## src/pwrsc_pkg.sv

```systemverilog
// Purpose: shared constants and types of the power-state and reset controller
// Assumes: 100 MHz system clock
// Notes:   timing counts derived from times in their own units
package pwrsc_pkg;

	localparam int unsigned PWRSC_CLK_MHZ      = 100;
	localparam int unsigned PWRSC_FILT_CYCLES  = 3;
	localparam int unsigned PWRSC_WAKE_US      = 100;
	localparam int unsigned PWRSC_WAKE_CYCLES  = PWRSC_WAKE_US * PWRSC_CLK_MHZ;
	localparam int unsigned PWRSC_NUM_IN       = 7;

	// bit positions of the filtered power-state inputs
	localparam int unsigned PWRSC_B_MAIN  = 0;
	localparam int unsigned PWRSC_B_EN    = 1;
	localparam int unsigned PWRSC_B_IGS   = 2;
	localparam int unsigned PWRSC_B_EGS   = 3;
	localparam int unsigned PWRSC_B_LOGIC = 4;
	localparam int unsigned PWRSC_B_BKUP  = 5;
	localparam int unsigned PWRSC_B_IDLE  = 6;

	localparam logic [6:0] PWRSC_IN_RESET = 7'h00;

	typedef enum logic [2:0]
	{
		PWRSC_OFF,
		PWRSC_SLEEP,
		PWRSC_WAKE,
		PWRSC_IDLE,
		PWRSC_LIMP,
		PWRSC_ACTIVE
	} pwrsc_state_e;

endpackage

```

## src/pwrsc_filter.sv

```systemverilog
// Purpose: per-bit input filter for the power-state inputs
// Assumes: asynchronous inputs, one clock domain
// Notes:   three flops plus an output flop, change accepted when stages two and three agree
`timescale 1ns/1ps
module pwrsc_filter
	import pwrsc_pkg::*;
#(
	parameter int unsigned WIDTH = PWRSC_NUM_IN
)
(
	input  wire logic             clk,
	input  wire logic             rst,
	input  wire logic [WIDTH-1:0] raw,
	output logic      [WIDTH-1:0] filt
);

	initial
	begin
		if (WIDTH < 1)
			$error("pwrsc_filter: WIDTH must be at least one");
	end

	logic [WIDTH-1:0] s1_q;
	logic [WIDTH-1:0] s2_q;
	logic [WIDTH-1:0] s3_q;
	logic [WIDTH-1:0] filt_q;
	wire  [WIDTH-1:0] agree = ~(s2_q ^ s3_q);
	wire  [WIDTH-1:0] filt_d = (agree & s3_q) | (~agree & filt_q);

	always_ff @(posedge clk)
	begin
		if (rst)
		begin
			s1_q   <= '0;
			s2_q   <= '0;
			s3_q   <= '0;
			filt_q <= '0;
		end
		else
		begin
			s1_q   <= raw;
			s2_q   <= s1_q;
			s3_q   <= s2_q;
			filt_q <= filt_d;
		end
	end

	assign filt = filt_q;

endmodule // pwrsc_filter

```

## src/pwrsc_ctrl.sv

```systemverilog
// Purpose: power-state selection and register reset control of an LED driver
// Assumes: supply levels arrive as digital comparator indications
// Notes:   SPI engine and register file sit outside; this block gates them
//
// Summary of operation
// - a power-state input change counts only after four cycles of filtering
// - state derives from five inputs: main and logic supplies, enable pin, backup input, idle bit
// - power-up starts once the main supply indication is above start-up threshold
// - sleep holds gate regulator, switching, drivers and SPI off and the registers in reset
// - sleep to active takes a wake-up interval; host waits for it
// - idle performs no switching; regulators stay enabled
// - idle with logic supply keeps registers working and accepts SPI
// - entering limp home returns every register to default
// - limp home serves reads and ignores every register write
// - limp home regulates only with main and external gate supply good
// - active switches only while the dimming input is high
// - each high-side driver is enabled only with its bootstrap supply good
// - any reset event sets the transmission error flag
// - enable-pin undervoltage disables SPI, resets registers and enters sleep
// - enable-pin undervoltage turns off gate regulator, switching and communication
// - logic undervoltage blocks drivers, refuses SPI and holds registers at default
// - gate supply undervoltage stops drivers and switching, registers kept
// - soft reset restores writable registers except the output mux register
// - calibration result survives soft reset; readable only with readout enable
`timescale 1ns/1ps
module pwrsc_ctrl
	import pwrsc_pkg::*;
#(
	parameter int unsigned WAKE_CYCLES = PWRSC_WAKE_CYCLES
)
(
	input  wire logic       clk,
	input  wire logic       rst,
	input  wire logic       main_supply_ok,
	input  wire logic       enable_undervoltage_pin,
	input  wire logic       internal_gate_supply_ok,
	input  wire logic       external_gate_supply_ok,
	input  wire logic       logic_supply_ok,
	input  wire logic       backup_mode_input,
	input  wire logic       idle_request_bit,
	input  wire logic       pwm_dim_input,
	input  wire logic [1:0] bootstrap_ok,
	input  wire logic       soft_reset_cmd,
	input  wire logic       calib_readout_enable,
	input  wire logic       spi_write_req,
	input  wire logic       spi_read_req,
	input  wire logic       ter_clear,
	output logic            soft_reset_bit,
	output logic            reg_reset,
	output logic            soft_reset_pulse,
	output logic            mux_reg_reset,
	output logic            spi_enable,
	output logic            spi_write_allow,
	output logic            spi_read_allow,
	output logic            calib_read_allow,
	output logic            gate_regulator_en,
	output logic            switching_en,
	output logic [1:0]      high_side_drivers,
	output logic            low_side_driver_en,
	output logic            transmission_error_flag,
	output logic            active_ready,
	output pwrsc_state_e    power_state
);

	initial
	begin
		if (WAKE_CYCLES < 1)
			$error("pwrsc_ctrl: WAKE_CYCLES must be at least one");
		if (PWRSC_B_IDLE >= PWRSC_NUM_IN)
			$error("pwrsc_ctrl: input bit map exceeds the filter width");
	end

	localparam int unsigned WCW = $clog2(WAKE_CYCLES + 1);
	localparam logic [WCW-1:0] WAKE_LAST = WCW'(WAKE_CYCLES - 1);

	// ------------------------------------------------------------------
	// input filtering
	// ------------------------------------------------------------------
	wire  [PWRSC_NUM_IN-1:0] raw_in;
	logic [PWRSC_NUM_IN-1:0] f_in;

	assign raw_in[PWRSC_B_MAIN]  = main_supply_ok;
	assign raw_in[PWRSC_B_EN]    = enable_undervoltage_pin;
	assign raw_in[PWRSC_B_IGS]   = internal_gate_supply_ok;
	assign raw_in[PWRSC_B_EGS]   = external_gate_supply_ok;
	assign raw_in[PWRSC_B_LOGIC] = logic_supply_ok;
	assign raw_in[PWRSC_B_BKUP]  = backup_mode_input;
	assign raw_in[PWRSC_B_IDLE]  = idle_request_bit;

	pwrsc_filter #(
		.WIDTH (PWRSC_NUM_IN)
	) u_filter (
		.clk  (clk),
		.rst  (rst),
		.raw  (raw_in),
		.filt (f_in)
	);

	wire main_ok  = f_in[PWRSC_B_MAIN];
	wire en_ok    = f_in[PWRSC_B_EN];
	wire igs_ok   = f_in[PWRSC_B_IGS];
	wire egs_ok   = f_in[PWRSC_B_EGS];
	wire logic_ok = f_in[PWRSC_B_LOGIC];
	wire bkup     = f_in[PWRSC_B_BKUP];
	wire idle_req = f_in[PWRSC_B_IDLE];

	// pwm and bootstrap are fast analog-side levels; same three-flop agree filter plus output flop
	logic [2:0] pwm_s1_q;
	logic [2:0] pwm_s2_q;
	logic [2:0] pwm_s3_q;
	wire  [2:0] fast_raw = {bootstrap_ok, pwm_dim_input};
	wire  [2:0] fast_agree = ~(pwm_s2_q ^ pwm_s3_q);
	logic [2:0] fast_q;
	wire  [2:0] fast_d = (fast_agree & pwm_s3_q) | (~fast_agree & fast_q);

	always_ff @(posedge clk)
	begin
		if (rst)
		begin
			pwm_s1_q <= 3'h0;
			pwm_s2_q <= 3'h0;
			pwm_s3_q <= 3'h0;
			fast_q   <= 3'h0;
		end
		else
		begin
			pwm_s1_q <= fast_raw;
			pwm_s2_q <= pwm_s1_q;
			pwm_s3_q <= pwm_s2_q;
			fast_q   <= fast_d;
		end
	end

	wire       pwm_hi = fast_q[0];
	wire [1:0] bst_ok = fast_q[2:1];

	// ------------------------------------------------------------------
	// state class decoding
	// ------------------------------------------------------------------
	// states in which the register file is held at defaults
	function automatic logic is_rest_state(input pwrsc_state_e s);
		is_rest_state = (s == PWRSC_OFF) || (s == PWRSC_SLEEP);
	endfunction

	// states reached only once the wake interval has run out
	function automatic logic is_awake_state(input pwrsc_state_e s);
		is_awake_state = (s == PWRSC_IDLE) || (s == PWRSC_LIMP) || (s == PWRSC_ACTIVE);
	endfunction

	// target among the awake states; backup mode wins over the idle request
	function automatic pwrsc_state_e awake_target(input logic bk, input logic idl);
		if (bk)
			awake_target = PWRSC_LIMP;
		else if (idl)
			awake_target = PWRSC_IDLE;
		else
			awake_target = PWRSC_ACTIVE;
	endfunction

	// ------------------------------------------------------------------
	// state selection
	// ------------------------------------------------------------------
	pwrsc_state_e state_q;
	pwrsc_state_e state_d;
	logic [WCW-1:0] wake_cnt_q;
	logic [WCW-1:0] wake_cnt_d;

	wire powered = main_ok;
	wire wake_done = (wake_cnt_q == WAKE_LAST);

	always_comb
	begin
		state_d    = state_q;
		wake_cnt_d = wake_cnt_q;
		case (state_q)
			PWRSC_OFF:
			begin
				if (powered)
					state_d = PWRSC_SLEEP;
			end
			PWRSC_SLEEP:
			begin
				wake_cnt_d = '0;
				if (en_ok && logic_ok)
					state_d = PWRSC_WAKE;
			end
			PWRSC_WAKE:
			begin
				if (!en_ok || !logic_ok)
					state_d = PWRSC_SLEEP;
				else if (wake_done)
					state_d = awake_target(bkup, idle_req);
				else
					wake_cnt_d = wake_cnt_q + WCW'(1);
			end
			PWRSC_IDLE,
			PWRSC_LIMP,
			PWRSC_ACTIVE:
			begin
				if (!en_ok)
					state_d = PWRSC_SLEEP;
				else if (!logic_ok)
					state_d = PWRSC_SLEEP;
				else
					state_d = awake_target(bkup, idle_req);
			end
			default:
			begin
				state_d = PWRSC_OFF;
			end
		endcase
	end

	always_ff @(posedge clk)
	begin
		if (rst)
		begin
			state_q    <= PWRSC_OFF;
			wake_cnt_q <= '0;
		end
		else
		begin
			state_q    <= state_d;
			wake_cnt_q <= wake_cnt_d;
		end
	end

	// ------------------------------------------------------------------
	// register reset control
	// ------------------------------------------------------------------
	wire in_sleep  = is_rest_state(state_q);
	wire in_idle   = (state_q == PWRSC_IDLE);
	wire in_limp   = (state_q == PWRSC_LIMP);
	wire in_active = (state_q == PWRSC_ACTIVE);
	// next state is used so the register reset lands with the move itself
	wire limp_entry = (state_d == PWRSC_LIMP) && !in_limp;

	logic swrst_q;
	logic ter_q;
	logic uv_reset_q;

	wire swrst_apply = swrst_q && !in_sleep && logic_ok;
	wire uv_reset = !en_ok || !logic_ok || in_sleep;
	// a held undervoltage counts as one reset event, on its leading edge
	wire any_reset = (uv_reset && !uv_reset_q) || limp_entry || swrst_apply;

	always_ff @(posedge clk)
	begin
		if (rst)
		begin
			swrst_q    <= 1'b0;
			ter_q      <= 1'b1;
			uv_reset_q <= 1'b1;
		end
		else
		begin
			uv_reset_q <= uv_reset;
			// soft reset command latches; clears once applied
			if (swrst_apply || uv_reset)
				swrst_q <= 1'b0;
			else if (soft_reset_cmd && spi_write_allow)
				swrst_q <= 1'b1;
			// set wins over clear
			if (any_reset)
				ter_q <= 1'b1;
			else if (ter_clear)
				ter_q <= 1'b0;
		end
	end

	assign soft_reset_bit          = swrst_q;
	assign reg_reset               = uv_reset || limp_entry;
	assign soft_reset_pulse        = swrst_apply;
	assign mux_reg_reset           = uv_reset || limp_entry;
	assign transmission_error_flag = ter_q;

	// ------------------------------------------------------------------
	// SPI gating
	// ------------------------------------------------------------------
	wire spi_ok = !in_sleep && en_ok && logic_ok;

	assign spi_enable       = spi_ok;
	assign spi_read_allow   = spi_ok && spi_read_req;
	assign spi_write_allow  = spi_ok && spi_write_req && !in_limp;
	assign calib_read_allow = spi_read_allow && calib_readout_enable;

	// ------------------------------------------------------------------
	// regulator and driver gating
	// ------------------------------------------------------------------
	wire gate_sup_ok = igs_ok && egs_ok;
	wire run_active  = in_active && pwm_hi;
	wire run_limp    = in_limp && main_ok && egs_ok;
	wire sw_ok = (run_active || run_limp) && gate_sup_ok && logic_ok && !in_idle;

	assign gate_regulator_en  = !in_sleep && en_ok;
	assign switching_en       = sw_ok;
	assign low_side_driver_en = sw_ok;
	assign high_side_drivers  = {2{sw_ok}} & bst_ok;
	assign active_ready       = is_awake_state(state_q);
	assign power_state        = state_q;

endmodule // pwrsc_ctrl

```

## config.mk

```make
export PLATFORM = sky130hd
export DESIGN_NAME = pwrsc_ctrl
export DESIGN_NICKNAME = d
export VERILOG_FILES = /design/src/pwrsc_pkg.sv /design/src/pwrsc_filter.sv /design/src/pwrsc_ctrl.sv
export SDC_FILE = /design/constraint.sdc
export NUM_CORES = 1
export LEC_CHECK = 0
export ABC_AREA = 1
export BUFFER_PORTS_ARGS = -buffer_cell sky130_fd_sc_hd__buf_2
export CAP_MARGIN = 0
export CORE_ASPECT_RATIO = 2
export CORE_MARGIN = 2
export CORE_UTILIZATION = 44
export CTS_BUF_LIST = sky130_fd_sc_hd__clkbuf_16
export DETAILED_ROUTE_END_ITERATION = 10
export GPL_ROUTABILITY_DRIVEN = 1
export GPL_TIMING_DRIVEN = 0
export HOLD_SLACK_MARGIN = 0.02
export PLACE_DENSITY = 0.66
export SLEW_MARGIN = 25
export SYNTH_ARGS = -nofsm -noshare
export SYNTH_HDL_FRONTEND = slang
export SYNTH_SLANG_ARGS = --single-unit
```

## constraint.sdc

```tcl
create_clock -name clk -period 1.77 [get_ports clk]
set_clock_uncertainty 0.15 [all_clocks]
set_input_delay 0 -clock clk [delete_from_list [all_inputs] [get_ports clk]]
set_output_delay 0 -clock clk [all_outputs]
set_load 0.02 [all_outputs]
```

### Word-level counts from Yosys, hierarchy flattened

Index checks and enable logic that the tools add are counted.

* bits in registers: 60
* output and inout port bits: 18
* word-level logic and storage cells: 89

* add/subtract/negate cells: 1
* eq/ne operators: 9
* mux-type cells: 12
* bitwise operators: 13
* reductions and logical operators: 41

Operator list (count)
* 2-to-1 mux 14 bit: 2
* case mux 14 bit (2 select lines): 1
* 2-to-1 mux 3 bit: 8
* logical AND 1 bit: 19
* adder 14 x 1 -> 14 bit (second input constant): 1
* bitwise AND 7 bit: 2
* == test 14 bit (second input constant): 1
* NOT 7 bit: 2
* case mux 3 bit (4 select lines): 1
* logical OR 1 bit: 10
* == test 3 bit (second input constant): 3
* OR 7 bit: 1
* XOR 7 bit: 1
* bitwise AND 3 bit: 2
* == test 3 x 2 -> 1 bit (second input constant): 2
* logical NOT 1 bit: 6
* NOT 3 bit: 2
* != test 2 bit (second input constant): 2
* OR reduction 2 bit: 2
* == test 3 x 1 -> 1 bit (second input constant): 1
* logical NOT 3 bit: 1
* OR 3 bit: 1
* AND reduction 3 bit: 1
* OR reduction 3 bit: 1
* other kinds (3): 3

### Depth between registers and ports, before layout

* word-level depth: 10
* gate-level depth with buffers: 11
* mapped depth without buffers: 11

### Modules after synthesis

Synthesis repeated with hierarchy kept, for this count alone.

* cells, all modules: 371
* area total of the unflattened synthesis: 2610.0 µm²

By module, submodules not included
* pwrsc_ctrl: instances 1, cells each 277, area each 1769.2 µm²
* pwrsc_filter: instances 1, cells each 94, area each 840.8 µm²

### Least setup slack after synthesis

No wires, ideal clock.

* path type: reg-to-output
* start: register state_q[0] (netlist: power_state[0])
* end: output reg_reset
* arrival time: 1.777 ns
* data required time: 1.620 ns
* setup slack: -0.157 ns
* cell stages (with the launch flop): 12
* path buffers: 2
* cell sequence: dfxtp_1 buf_2 inv_1 o21ai_0 nand2_1 inv_1 o21ai_0 o21ai_0 inv_1 nand3_1 nand2_1 buf_4

* cells in the longest elaborated chain, start to end: 6

Ends and longest elaborated chain
* start: declaration: RTL line pwrsc_ctrl.sv:163 `pwrsc_state_e state_q;`
* start signal: assignment: RTL line pwrsc_ctrl.sv:223 `state_q <= state_d;`
* == test 3 x 2 -> 1 bit (tied with other cells): RTL line pwrsc_ctrl.sv:175 `case (state_q)`
* OR reduction 3 bit / 2-to-1 mux 3 bit (equally long branches): RTL line pwrsc_ctrl.sv:175, pwrsc_ctrl.sv:189
* case mux 3 bit (4 select lines): RTL line pwrsc_ctrl.sv:175
* == test 3 bit: RTL line pwrsc_ctrl.sv:236 `wire limp_entry = (state_d == PWRSC_LIMP) && !in_limp;`
* logical AND 1 bit: RTL line pwrsc_ctrl.sv:236
* logical OR 1 bit (*)
* end: declaration: RTL line pwrsc_ctrl.sv:49 `output logic reg_reset,`

Every way passes the cells marked *; elsewhere a longest branch is shown, timed or not.

### Worst setup path in the final report

* start: register wake_cnt_q[0]
* end: output reg_reset

* cells in the longest elaborated chain, start to end: 7

Ends and longest elaborated chain
* start: declaration: RTL line pwrsc_ctrl.sv:165 `logic [WCW-1:0] wake_cnt_q;`
* start signal: assignment: RTL line pwrsc_ctrl.sv:224 `wake_cnt_q <= wake_cnt_d;`
* == test 14 bit: RTL line pwrsc_ctrl.sv:169 `wire wake_done = (wake_cnt_q == WAKE_LAST);`
* 2-to-1 mux 3 bit: RTL line pwrsc_ctrl.sv:191 `else if (wake_done)`
* 2-to-1 mux 3 bit: RTL line pwrsc_ctrl.sv:189 `if (!en_ok || !logic_ok)`
* case mux 3 bit (4 select lines): RTL line pwrsc_ctrl.sv:175
* == test 3 bit: RTL line pwrsc_ctrl.sv:236
* logical AND 1 bit: RTL line pwrsc_ctrl.sv:236
* logical OR 1 bit: RTL line pwrsc_ctrl.sv:272 `assign reg_reset = uv_reset || limp_entry;`

No other way between the ends.

==> flow_summary.ini <==
[synthesis]
synthDistinctLibCells = 26
synth-seq-cells = 60
yosysWarningCount = 0
synth_area_per_cell_um2 = 6.89
synth_fp_nets = 387
syn-instance-count = 369
ys.flop_type = dfxtp_1
synth_edf_count = 0
synth_area_mm2 = 0.00254
synth-async-reset-ratio_pct = 0
yosysSeqAreaShare_pct = 47.3

[detailed_routing]
via_count = 2642
wirelength_um = 7000
viasPerCell = 5.02
drt-wirelength-per-cell_um = 13.3
dr.pass1.iters = 5
drt_iter0_drc = 123
drc_errors = 0
drt.antenna.violating_nets = 0

[global_routing]
grtUsageTotal_pct = 20.7
grt_first_pass_wirelength_um = 10300
globalRouteOverflowTotal = 0
grt_max_degree = 11
first_global_vias = 2418
antenna_found_initial = 0

[floorplanning]
fp-row-count = 39
core_mm2 = 0.00566
pin_count = 35
dieArea_mm2 = 0.00644
dieWidth_um = 57.7
start_util_pct = 44.9
die_y_um = 111

[final_layout]
layout-drive-gt1-share_pct = 31.8
fillCellCount = 443
layout.nets = 481
final_common_cell = nor2_1
mostFrequentLayoutCells = nor2_1, inv_1, dfxtp_1
num_antenna_cells = 0
area_growth_pct = 49.4

[sta]
tightest_slew_ps = 575
fmax_mhz = 514
fin_ws_ps = -177
drv_slew = 0
period_needed_ps = 1950
holdWs_ps = 190
finalCritPeriodShare_pct = 110
finalSetupViolCount = 14
relSlewSlack_pct = 61.7
hold_viol = 0
rsz0062_at_grt = true

[clock_tree]
clockBufferDepth = 2
clock_latency_ps = 320
cts_buffers = 9
cts_tree = done
h-tree-depth = 3
cts_sinks = 60
cts_root_buffer = clkbuf_16
clk_pin_slew_ps = 50

[critical_path]
worst_setup_path_end_kind = output pin
cp_max_fo = 3
r2r_slack_ps = -90
worstPathArrival_ps = 1800
cp_data_required_time_ps = 1620
crit_path_start_kind = flip-flop
crit_type = reg2out

[pwr]
power.total_mw = 3.11
p_per_area_mw_per_mm2 = 818
ir_drop_mv = 1.15
p_leak_nw = 1.67

[run_status]
status = finished, violations left
violations = setup timing

[worst_hold_path]
hp-class = in2out

[job]
max-cap-violations = 0

[placed_design]
routabilityCongestion = 0.859
port_buffers = 33
place_hpwl_um = 4020
[cell type report]
class / instances / area [µm²] / share of cell area, %
clock inverters: 4 / 43.8 / 1.15
multi-input cells: 233 / 1220 / 32.2
well taps: 61 / 76.3 / 2.01
clock buffers: 9 / 225 / 5.93
flip-flops and latches: 60 / 1230 / 32.3
inverters: 66 / 263 / 6.92
plain buffers: 10 / 71.3 / 1.88
repair buffers: 83 / 668 / 17.6
[repair_timing]
| action | 4_1_cts | 5_1_grt |
|---|---|---|
| pin swaps | 19 | 25 |
| setup endpoints to repair | 22 | 23 |
| hold buffers | 14 | 0 |
| endpoints found under the hold margin | 15 | 0 |
| resized for setup | 40 | 60 |
| gates cloned | 0 | 1 |
| buffers inserted | 24 | 13 |
[critical path: stages (launching register included)]
cell	delay, ps
dfxtp_4	350
ha_4	140
nand3_4	110
nor2_4	150
nand3_2	90
nand2_2	90
nand2_2	60
nor2_2	100
nand3_2	90
nand2_2	90
buf_6	90
buf_6	100
[power by group]
group,switching [mW],internal [mW]
sequential,0.0119,1.38
clock,0.556,1.05
combinational,0.0572,0.0527
total,0.625,2.48
[cell usage after synthesis, types with 2 or more instances]
master | number | area [µm²]
nor2_1 | 98 | 368
inv_1 | 63 | 236
dfxtp_1 | 60 | 1200
nand2_1 | 57 | 214
nand3_1 | 20 | 100
o21ai_0 | 18 | 90.1
a21oi_1 | 17 | 85.1
nand4_1 | 6 | 37.5
clkbuf_1 | 5 | 18.8
nor3_1 | 5 | 25.0
inv_2 | 3 | 11.3
a211oi_1 | 2 | 15.0
buf_4 | 2 | 15.0
[path summary, 6_finish.rpt]
check,from,end,cells past startpoint
worst min-delay path,spi_read_req,spi_read_allow,4
worst min register to register,u_filter.s1_q[1],u_filter.s2_q[1],2
worst max register to register,wake_cnt_q[0],power_state[2],12
worst max-delay path,wake_cnt_q[0],reg_reset,11
[metrics by stage]
stage	cell area [µm²]	cells	setup TNS, ps	worst slack (ps)	utilization (%)
floorplan	2570	369	-37.7	-9.52	-
global placement	2810	463	-2610	-268	49.7
detailed placement	2810	463	-2320	-247	49.7
CTS	3530	514	-459	-142	62.3
global route	3800	526	-2960	-266	67.1
finish	3800	526	-1170	-177	67.1
[logic make-up (layout without fill, tap and decap cells)]
kind of cell,Yosys count,count (layout),share of synthesized area (%)
flip-flops,60,60,47.3
adder cells (fa/ha/maj),1,1,0.492
AO/OA/AOI/OAI,38,38,8.12
XOR/XNOR,2,2,0.689
AND/OR/NAND/NOR,192,192,31.6
buffers and inverters,76,172,11.9
[metal layers]
metal / global-route usage, % / vias up / wire length (µm)
li1: - / 1317 / -
met1: 19.1 / 1211 / 2470
met2: 39.1 / 84 / 3920
met3: 4.65 / 30 / 305
met4: 11.9 / 0 / 310
met5: 0 / - / 0
(Power assumes the default switching activity.)
